==> src/ccp_pkg.sv <==
// Constants and types for the codec control port
package ccp_pkg;

  // Byte framing
  localparam int unsigned BYTE_BITS     = 8;
  localparam logic [2:0]  LAST_BIT      = 3'h7;
  localparam logic [3:0]  ACK_SLOT      = 4'h8;
  localparam logic [3:0]  ACK_DONE      = 4'h9;

  // Register map
  localparam logic [6:0]  PAGE_SEL_ADDR = 7'h00;
  localparam logic        PAGE_RESET    = 1'h0;
  localparam int unsigned PAGE_BIT      = 0;

  // Command byte layout
  localparam int unsigned CMD_ADDR_MSB  = 7;
  localparam int unsigned CMD_ADDR_LSB  = 1;
  localparam int unsigned CMD_RW_BIT    = 0;

  // I2C addressing
  localparam logic [4:0]  I2C_ADDR_HI   = 5'h06;
  localparam logic [7:0]  GENERAL_CALL  = 8'h00;

  // Synchroniser lane positions
  localparam int unsigned SYNC_W        = 7;
  localparam int unsigned LN_SEL        = 0;
  localparam int unsigned LN_PA         = 1;
  localparam int unsigned LN_PB         = 2;
  localparam int unsigned LN_PD         = 3;
  localparam int unsigned LN_SCL        = 4;
  localparam int unsigned LN_SDA        = 5;
  localparam int unsigned LN_SPARE      = 6;

  // Register access carried to the register file
  typedef struct packed {
    logic       page;
    logic [6:0] addr;
    logic [7:0] data;
  } ccp_acc_s;

  // I2C slave states, one-hot
  typedef enum logic [4:0] {
    I2C_IDLE  = 5'b00001,
    I2C_ADDR  = 5'b00010,
    I2C_REGA  = 5'b00100,
    I2C_WDATA = 5'b01000,
    I2C_RDATA = 5'b10000
  } ccp_i2c_e;

endpackage : ccp_pkg

==> src/ccp_control_port.sv <==
// Codec control port: SPI or I2C slave onto a paged 8-bit register map
`timescale 1ns/1ps
`default_nettype none

module ccp_control_port
  import ccp_pkg::*;
(
  // Clock, reset, enable
  input  wire logic     clk,
  input  wire logic     resetn,
  input  wire logic     clk_en,
  // Protocol select pin
  input  wire logic     protocol_select,
  // Multifunction pins
  input  wire logic     multifunction_pin_a,
  input  wire logic     multifunction_pin_b,
  output var  logic     multifunction_pin_c,
  output var  logic     multifunction_pin_c_oe,
  input  wire logic     multifunction_pin_d,
  // I2C pins, open drain
  input  wire logic     i2c_scl,
  input  wire logic     i2c_sda_in,
  output var  logic     i2c_sda_out,
  output var  logic     i2c_sda_oe,
  // Register file side
  output var  logic     reg_wr,
  output var  ccp_acc_s reg_acc,
  input  wire logic [7:0] reg_rdata,
  output var  logic     page_select
);

  ////////////////////////////////////////////////////////////////////////////
  // Pin synchronisers and edge detection

  logic [SYNC_W-1:0] sync1;
  logic [SYNC_W-1:0] sync2;
  logic [SYNC_W-1:0] sync_q;
  logic [SYNC_W-1:0] pins;

  assign pins = {1'b0, i2c_sda_in, i2c_scl, multifunction_pin_d,
                 multifunction_pin_b, multifunction_pin_a, protocol_select};

  // Two flops per pin, third stage only for edge finding
  always_ff @(posedge clk or negedge resetn) begin
    if (!resetn) begin
      sync1  <= '0;
      sync2  <= '0;
      sync_q <= '0;
    end else if (clk_en) begin
      sync1  <= pins;
      sync2  <= sync1;
      sync_q <= sync2;
    end
  end

  logic mode_spi;
  logic ss_n;
  logic sclk;
  logic mosi;
  logic scl;
  logic sda;
  logic ss_fall;
  logic sclk_rise;
  logic sclk_fall;
  logic scl_rise;
  logic scl_fall;
  logic i2c_start;
  logic i2c_stop;

  assign mode_spi  = sync2[LN_SEL];
  assign ss_n      = sync2[LN_PA];
  assign sclk      = sync2[LN_PB];
  assign mosi      = sync2[LN_PD];
  assign scl       = sync2[LN_SCL];
  assign sda       = sync2[LN_SDA];
  assign ss_fall   = sync_q[LN_PA] & ~ss_n;
  assign sclk_rise = ~sync_q[LN_PB] & sclk;
  assign sclk_fall = sync_q[LN_PB] & ~sclk;
  assign scl_rise  = ~sync_q[LN_SCL] & scl;
  assign scl_fall  = sync_q[LN_SCL] & ~scl;
  // Data moving while the clock is high marks start or stop
  assign i2c_start = scl & sync_q[LN_SCL] & sync_q[LN_SDA] & ~sda;
  assign i2c_stop  = scl & sync_q[LN_SCL] & ~sync_q[LN_SDA] & sda;

  ////////////////////////////////////////////////////////////////////////////
  // Read data source: page register is local, the rest comes from the file

  logic [7:0] fetch_byte;

  always_comb begin
    if (reg_acc.addr == PAGE_SEL_ADDR) begin
      fetch_byte = 8'h00;
      fetch_byte[PAGE_BIT] = page_select;
    end else begin
      fetch_byte = reg_rdata;
    end
  end

  ////////////////////////////////////////////////////////////////////////////
  // SPI slave, CPOL 0 / CPHA 1: drive on rising, sample on falling edge

  logic [2:0] spi_cnt;
  logic [7:0] spi_rx;
  logic [6:0] spi_tx;
  logic       spi_cmd_done;
  logic       spi_rd;
  logic [7:0] next_spi_rx;
  logic       spi_active;
  logic       spi_byte_end;

  assign next_spi_rx  = {spi_rx[6:0], mosi};
  assign spi_active   = mode_spi & ~ss_n;
  assign spi_byte_end = spi_active & ~ss_fall & sclk_fall & (spi_cnt == LAST_BIT);

  // Receive side; a select fall always restarts with a command byte
  always_ff @(posedge clk or negedge resetn) begin
    if (!resetn) begin
      spi_cnt      <= '0;
      spi_rx       <= '0;
      spi_cmd_done <= 1'b0;
      spi_rd       <= 1'b0;
    end else if (clk_en) begin
      if (!spi_active || ss_fall) begin
        spi_cnt      <= '0;
        spi_cmd_done <= 1'b0;
      end else if (sclk_fall) begin
        spi_rx  <= next_spi_rx;
        spi_cnt <= spi_cnt + 3'h1;
        if (spi_cnt == LAST_BIT && !spi_cmd_done) begin
          spi_cmd_done <= 1'b1;
          spi_rd       <= next_spi_rx[CMD_RW_BIT];
        end
      end
    end
  end

  // Transmit side; the output floats while the device is not selected
  always_ff @(posedge clk or negedge resetn) begin
    if (!resetn) begin
      multifunction_pin_c    <= 1'b0;
      multifunction_pin_c_oe <= 1'b0;
      spi_tx                 <= '0;
    end else if (clk_en) begin
      if (!spi_active || ss_fall) begin
        multifunction_pin_c_oe <= 1'b0;
        multifunction_pin_c    <= 1'b0;
      end else if (sclk_rise) begin
        multifunction_pin_c_oe <= 1'b1;
        if (spi_cmd_done && spi_rd) begin
          if (spi_cnt == 3'h0) begin
            {multifunction_pin_c, spi_tx} <= fetch_byte;
          end else begin
            {multifunction_pin_c, spi_tx} <= {spi_tx, 1'b0};
          end
        end else begin
          multifunction_pin_c <= 1'b0;
        end
      end
    end
  end

  ////////////////////////////////////////////////////////////////////////////
  // I2C slave: bit count 0..7 data, 8 acknowledge slot, 9 slot done

  ccp_i2c_e   i2c_state;
  logic [3:0] i2c_cnt;
  logic [7:0] i2c_rx;
  logic [6:0] i2c_tx;
  logic       i2c_tx_go;
  logic       i2c_mack;
  logic [6:0] i2c_own_addr;
  logic       i2c_hit;
  logic       i2c_byte_end;
  logic       i2c_on;

  assign i2c_on       = ~mode_spi;
  // Low address bits follow the straps: pin b upper, pin a lower
  assign i2c_own_addr = {I2C_ADDR_HI, sync2[LN_PB], sync2[LN_PA]};
  assign i2c_hit      = (i2c_rx[7:1] == i2c_own_addr) || (i2c_rx == GENERAL_CALL);
  assign i2c_byte_end = i2c_on & ~i2c_start & ~i2c_stop & scl_fall & (i2c_cnt == ACK_SLOT);

  // Byte engine and state walk
  always_ff @(posedge clk or negedge resetn) begin
    if (!resetn) begin
      i2c_state <= I2C_IDLE;
      i2c_cnt   <= '0;
      i2c_rx    <= '0;
      i2c_tx_go <= 1'b0;
      i2c_mack  <= 1'b0;
    end else if (clk_en) begin
      if (!i2c_on || i2c_stop) begin
        i2c_state <= I2C_IDLE;
        i2c_cnt   <= '0;
        i2c_tx_go <= 1'b0;
      end else if (i2c_start) begin
        i2c_state <= I2C_ADDR;
        i2c_cnt   <= '0;
        i2c_tx_go <= 1'b0;
      end else if (i2c_state != I2C_IDLE) begin
        if (scl_rise) begin
          if (i2c_cnt < ACK_SLOT) begin
            i2c_rx  <= {i2c_rx[6:0], sda};
            i2c_cnt <= i2c_cnt + 4'h1;
          end else if (i2c_cnt == ACK_SLOT) begin
            i2c_mack <= ~sda;
            i2c_cnt  <= ACK_DONE;
          end
        end else if (scl_fall && i2c_cnt == ACK_SLOT) begin
          case (i2c_state)
            I2C_ADDR: begin
              if (!i2c_hit) begin
                i2c_state <= I2C_IDLE;
              end else if (i2c_rx[CMD_RW_BIT]) begin
                i2c_state <= I2C_RDATA;
                i2c_tx_go <= 1'b1;
              end else begin
                i2c_state <= I2C_REGA;
              end
            end
            I2C_REGA:  i2c_state <= I2C_WDATA;
            I2C_WDATA: i2c_state <= I2C_WDATA;
            I2C_RDATA: i2c_tx_go <= 1'b0;
            default:   i2c_state <= I2C_IDLE;
          endcase
        end else if (scl_fall && i2c_cnt == ACK_DONE) begin
          i2c_cnt <= '0;
          if (i2c_state == I2C_RDATA && !i2c_tx_go && !i2c_mack) begin
            i2c_state <= I2C_IDLE;
          end
          i2c_tx_go <= 1'b0;
        end
      end
    end
  end

  // Open-drain data driver: only ever pulls low
  always_ff @(posedge clk or negedge resetn) begin
    if (!resetn) begin
      i2c_sda_oe  <= 1'b0;
      i2c_sda_out <= 1'b0;
      i2c_tx      <= '0;
    end else if (clk_en) begin
      i2c_sda_out <= 1'b0;
      if (!i2c_on || i2c_start || i2c_stop) begin
        i2c_sda_oe <= 1'b0;
      end else if (scl_fall) begin
        if (i2c_cnt == ACK_SLOT) begin
          // Acknowledge received bytes; release to hear the master on reads
          i2c_sda_oe <= (i2c_state == I2C_ADDR) ? i2c_hit :
                        (i2c_state == I2C_REGA || i2c_state == I2C_WDATA);
        end else if (i2c_cnt == ACK_DONE) begin
          if (i2c_state == I2C_RDATA && (i2c_tx_go || i2c_mack)) begin
            i2c_sda_oe <= ~fetch_byte[7];
            i2c_tx     <= fetch_byte[6:0];
          end else begin
            i2c_sda_oe <= 1'b0;
          end
        end else if (i2c_state == I2C_RDATA && i2c_cnt < ACK_SLOT) begin
          i2c_sda_oe <= ~i2c_tx[6];
          i2c_tx     <= {i2c_tx[5:0], 1'b0};
        end else begin
          i2c_sda_oe <= 1'b0;
        end
      end
    end
  end

  ////////////////////////////////////////////////////////////////////////////
  // Register pointer, write strobe and page control shared by both ports

  logic       ev_load;
  logic       ev_write;
  logic       ev_inc;
  logic [6:0] ev_addr;
  logic [7:0] ev_data;
  logic       wr_step;

  // Pick the live protocol's events; only one can be active at a time
  always_comb begin
    ev_load  = 1'b0;
    ev_write = 1'b0;
    ev_inc   = 1'b0;
    ev_addr  = '0;
    ev_data  = '0;
    if (spi_byte_end) begin
      if (!spi_cmd_done) begin
        ev_load = 1'b1;
        ev_addr = next_spi_rx[CMD_ADDR_MSB:CMD_ADDR_LSB];
      end else begin
        ev_write = ~spi_rd;
        ev_data  = next_spi_rx;
        ev_inc   = 1'b1;
      end
    end else if (i2c_byte_end) begin
      case (i2c_state)
        I2C_REGA: begin
          ev_load = 1'b1;
          ev_addr = i2c_rx[6:0];
        end
        I2C_WDATA: begin
          ev_write = 1'b1;
          ev_data  = i2c_rx;
          ev_inc   = 1'b1;
        end
        I2C_RDATA: ev_inc = 1'b1;
        default:   ev_inc = 1'b0;
      endcase
    end
  end

  // Pointer and write strobe; the pointer also addresses register reads.
  // The step after a write waits a cycle so the strobe keeps its own address.
  always_ff @(posedge clk or negedge resetn) begin
    if (!resetn) begin
      reg_wr  <= 1'b0;
      reg_acc <= '0;
      wr_step <= 1'b0;
    end else if (clk_en) begin
      reg_wr  <= 1'b0;
      wr_step <= ev_write;
      if (ev_load) begin
        reg_acc.addr <= ev_addr;
      end else if (ev_write) begin
        // Page register stays local; others go out with the active page
        reg_wr       <= (reg_acc.addr != PAGE_SEL_ADDR);
        reg_acc.data <= ev_data;
        reg_acc.page <= page_select;
      end else if (wr_step) begin
        reg_acc.addr <= reg_acc.addr + 7'h01;
      end else if (ev_inc) begin
        reg_acc.addr <= reg_acc.addr + 7'h01;
      end
      if (!ev_write) begin
        reg_acc.page <= page_select;
      end
    end
  end

  // Active page persists until the next page register write
  always_ff @(posedge clk or negedge resetn) begin
    if (!resetn) begin
      page_select <= PAGE_RESET;
    end else if (clk_en) begin
      if (ev_write && reg_acc.addr == PAGE_SEL_ADDR) begin
        page_select <= ev_data[PAGE_BIT];
      end
    end
  end

endmodule : ccp_control_port

`default_nettype wire

==> config.mk <==
export PLATFORM = sky130hd
export DESIGN_NAME = ccp_control_port
export DESIGN_NICKNAME = d
export VERILOG_FILES = /design/src/ccp_pkg.sv /design/src/ccp_control_port.sv
export SDC_FILE = /design/constraint.sdc
export NUM_CORES = 1
export LEC_CHECK = 0
export BUFFER_PORTS_ARGS = -buffer_cell sky130_fd_sc_hd__buf_2
export CORE_ASPECT_RATIO = 0.8
export CORE_UTILIZATION = 50
export CTS_BUF_LIST = sky130_fd_sc_hd__clkbuf_16
export DETAILED_ROUTE_END_ITERATION = 12
export PLACE_DENSITY = 0.69
export RECOVER_POWER = 100
export SYNTH_ARGS = -nofsm -noshare
export SYNTH_HDL_FRONTEND = slang
export SYNTH_SLANG_ARGS = --single-unit
==> constraint.sdc <==
create_clock -name clk -period 5.09 [get_ports clk]
set_input_delay 0.509 -clock clk [delete_from_list [all_inputs] [get_ports clk]]
set_output_delay 0.509 -clock clk [all_outputs]
set_load 0.02 [all_outputs]
==> out/summary.txt <==
Worst-Margin Slew -> 2037 ps
Max stage delay on crit path -> 1510 ps
Final setup violation count -> 0
Max Freq -> 267.4 MHz
Boundary pin count -> 39
CTS max path bufs -> 2
Final hold violations -> 0
DR WL/cell -> 16.97 um
Clock-pin slew on the worst setup and hold paths -> 60 ps
Main area contributors after synthesis -> dfrtp_1, mux2_2, nand2_1
CP Launch Point -> i2c_cnt[0]
Grt ovf -> 0
Area of the multi-input gates -> 0.002086 mm2
# clock sinks -> 83
Filler cells -> 765
Status -> complete, but fails checks
Dpl hpwl -> 6.821 mm
Hold buffer count at cts -> 0
Post-synthesis instance area -> 0.004345 mm2
Hold WC Path Type -> in -> reg
Die Y -> 85.38 um
Synthesis warning total -> 0
Crit-path slowest cell -> nor4_1
Ys async rst share -> 100.0%
Via density -> 5.991
CP Class -> reg -> reg
Violated checks -> max-capacitance violations, max-slew violations
Hold Worst Slack -> 409.3 ps
Antenna diode count -> 0
# rows -> 30
Routability cong. -> 0.8749
Gate count of the mapped netlist -> 422
Min Tclk post-route -> 3740 ps
Commonest non-fill, non-tap cell in the layout -> dfrtp_1
Register area -> 0.002078 mm2
Vias in the first global route -> 3169
DRT Wirelength -> 9.623 mm
Syn avg cell area -> 10.30 um2
Synth unique cells -> 68
Synth area leader -> dfrtp_1
Synthesized flop and latch total -> 83
PD cells -> 359.7 mW/mm2
Post-route DRC -> 0
Final Max Slew Viols -> 96
CP arrival -> 3950 ps
Post-synth EDFFs -> 0
Peak supply drop -> 0.0002082 V
Post-synthesis sequential area ratio -> 47.83%
Core ar. -> 0.008446 mm2
ANT nets after route -> 0
RSZ-0062 raised after global routing -> no
Clk_lat worst skew -> 330 ps
Design Area, Final -> 0.004815 mm2
Worst hold path startpoint -> i2c_scl
CTS tree -> yes
Reg2Reg Launch Point -> i2c_cnt[0]
Tot Pwr -> 1.732 mW
Initial Utilization -> 51.45%
PostCTS Resize Cnt -> 0
Via count -> 3397
Pin count of the biggest net entering global routing -> 84
Most frequent cells in the layout -> dfrtp_1, nand2_1, o21ai_0, mux2_2, clkbuf_1
Root buffer cell -> clkbuf_16
Setup crit start kind -> register
Overall die area -> 0.009070 mm2
Final net count -> 475
Net count after synthesis -> 447
IO Port Bufs -> 37
Die Width -> 106.2 um
Worst Path Required -> 5300 ps
Top FF cell, synth -> dfrtp_1
Share of layout cells above drive strength 1 -> 18.02%
Period utilisation layout -> 73.48%
Worst Path Max Fanout -> 11
Num CTS Buffers -> 9
Synth top area share -> 47.22%
CP cell instances -> inv_1, ha_1, nand4bb_1, nor4_1, a311oi_1, o21ai_4, mux2_1
Area after DPL -> 0.004579 mm2
First-pass GRT wire length -> 16.04 mm
Worst Clk Skew -> 3.769 ps
H-Tree Level Count -> 3
Number of max-cap violations -> 2
Leakage dissipation -> 2.091 nW
Rel. slew slack -> -35.82%
Critical path capture point type -> register
Area Overhead vs Synth -> 10.80%
Gr usage total -> 22.57%
Number of DRC markers in iteration 0 -> 213
Post-CTS setup buffers -> 0
CP delay by family, top -> simple AND/OR/NAND/NOR gates
Initial antenna violation count -> 0
Worst Path Buf+Inv -> 1
Setup TNS -> 0 ps
Layout Utilization -> 57.01%
DR pass1 iterations -> 5
==> sequential cells by signal (all words and copies together), names as in the netlist, 3 cells and up <==
signal and count:
i2c_cnt 4, i2c_rx 8, i2c_state 5, i2c_tx 7, reg_acc 16, spi_cnt 3, spi_rx 7, spi_tx 7
sync1 6, sync2 6, sync_q 4
==> worst register-to-register path: cells and delay by family, from the launching register on <==
kind / cells / cell delay (ps)
AND/OR/NAND/NOR: 2 / 1730
AO/OA/AOI/OAI: 2 / 800
flip-flops: 1 / 440
multiplexers: 1 / 350
adder cells (fa/ha/maj): 1 / 210
buffers and inverters: 1 / 100
==> Yosys cell counts, types with 2 or more instances <==
cell type  count
a31oi_1        4
a31o_2         3
o2bb2ai_1      3
a21oi_1        9
inv_1         13
and2_1         3
nor3b_1        3
o31ai_1        6
dfrtp_1       82
o41ai_1        2
o21ai_0       43
nor4_1         5
nor2b_1        6
a32oi_1        3
ha_1           8
nand2_1       60
nor4b_1        2
nand4b_1       2
mux2_4         2
a22oi_1       10
nand2b_1       8
mux2_2        39
nor2_1         9
and3_1         5
buf_2          6
a21o_1         4
nand4_1        3
buf_1          3
nand3b_1       4
nor3_1         6
nand3_1        8
or3_1          2
buf_4          2
a22o_1         3
nor4_2         2
a221oi_1       2
clkbuf_1       9
a211oi_1       3
o211ai_1       4
or4_1          2
xor2_1         2
==> metrics by stage <==
stage	std cells	setup WS [ps]
floorplan	422	2958
global placement	551	2374
detailed placement	551	2155
CTS	567	2184
global route	567	1150
finish	567	1350
==> report_power, final <==
group	switching, mW	internal, mW	leakage [nW]
Combinational	0.139	0.103	0.858
Sequential	0.106	0.732	1.09
Clock	0.267	0.383	0.140
==> cells by family after synthesis <==
kind of cell | share of synthesized area, %
and+or+nand+nor | 16.84
AOI/OAI and AO/OA | 17.85
DFF | 47.83
muxes | 11.03
buffers and inverters | 3.455
adders and majority gates | 2.304
xor gates and xnor gates | 0.6048
other | 0.08630
==> final timing paths <==
check                               endpoint  slack [ps]  cells past startpoint
worst min-delay path                sync1[4]         410                      2
worst min register to register    reg_acc[7]         480                      2
max in group asynchronous       i2c_state[4]        3130                      1
min in group asynchronous        reg_acc[10]         730                      1
worst max-delay path              reg_acc[9]        1350                      7
worst max register to register    reg_acc[9]        1350                      7
==> metal layers <==
layer,routed length (um),track usage [%],vias up,share of wire (%)
li1,-,-,1612,-
met1,4589,31.43,1677,48
met2,4462,35.18,96,46
met3,457,5.146,12,4.7
met4,113,6.944,0,1.2
met5,0,0,-,0
==> final cells by class <==
cell class | instances | area share, %
clock inverter | 7 | 1.559
tap | 112 | 2.911
sequential | 83 | 43.17
timing repair buffer | 38 | 3.352
clock buffer | 9 | 4.678
inverter | 13 | 1.014
multi-input combinational | 305 | 43.32
Power figures use the tool's default switching activity.
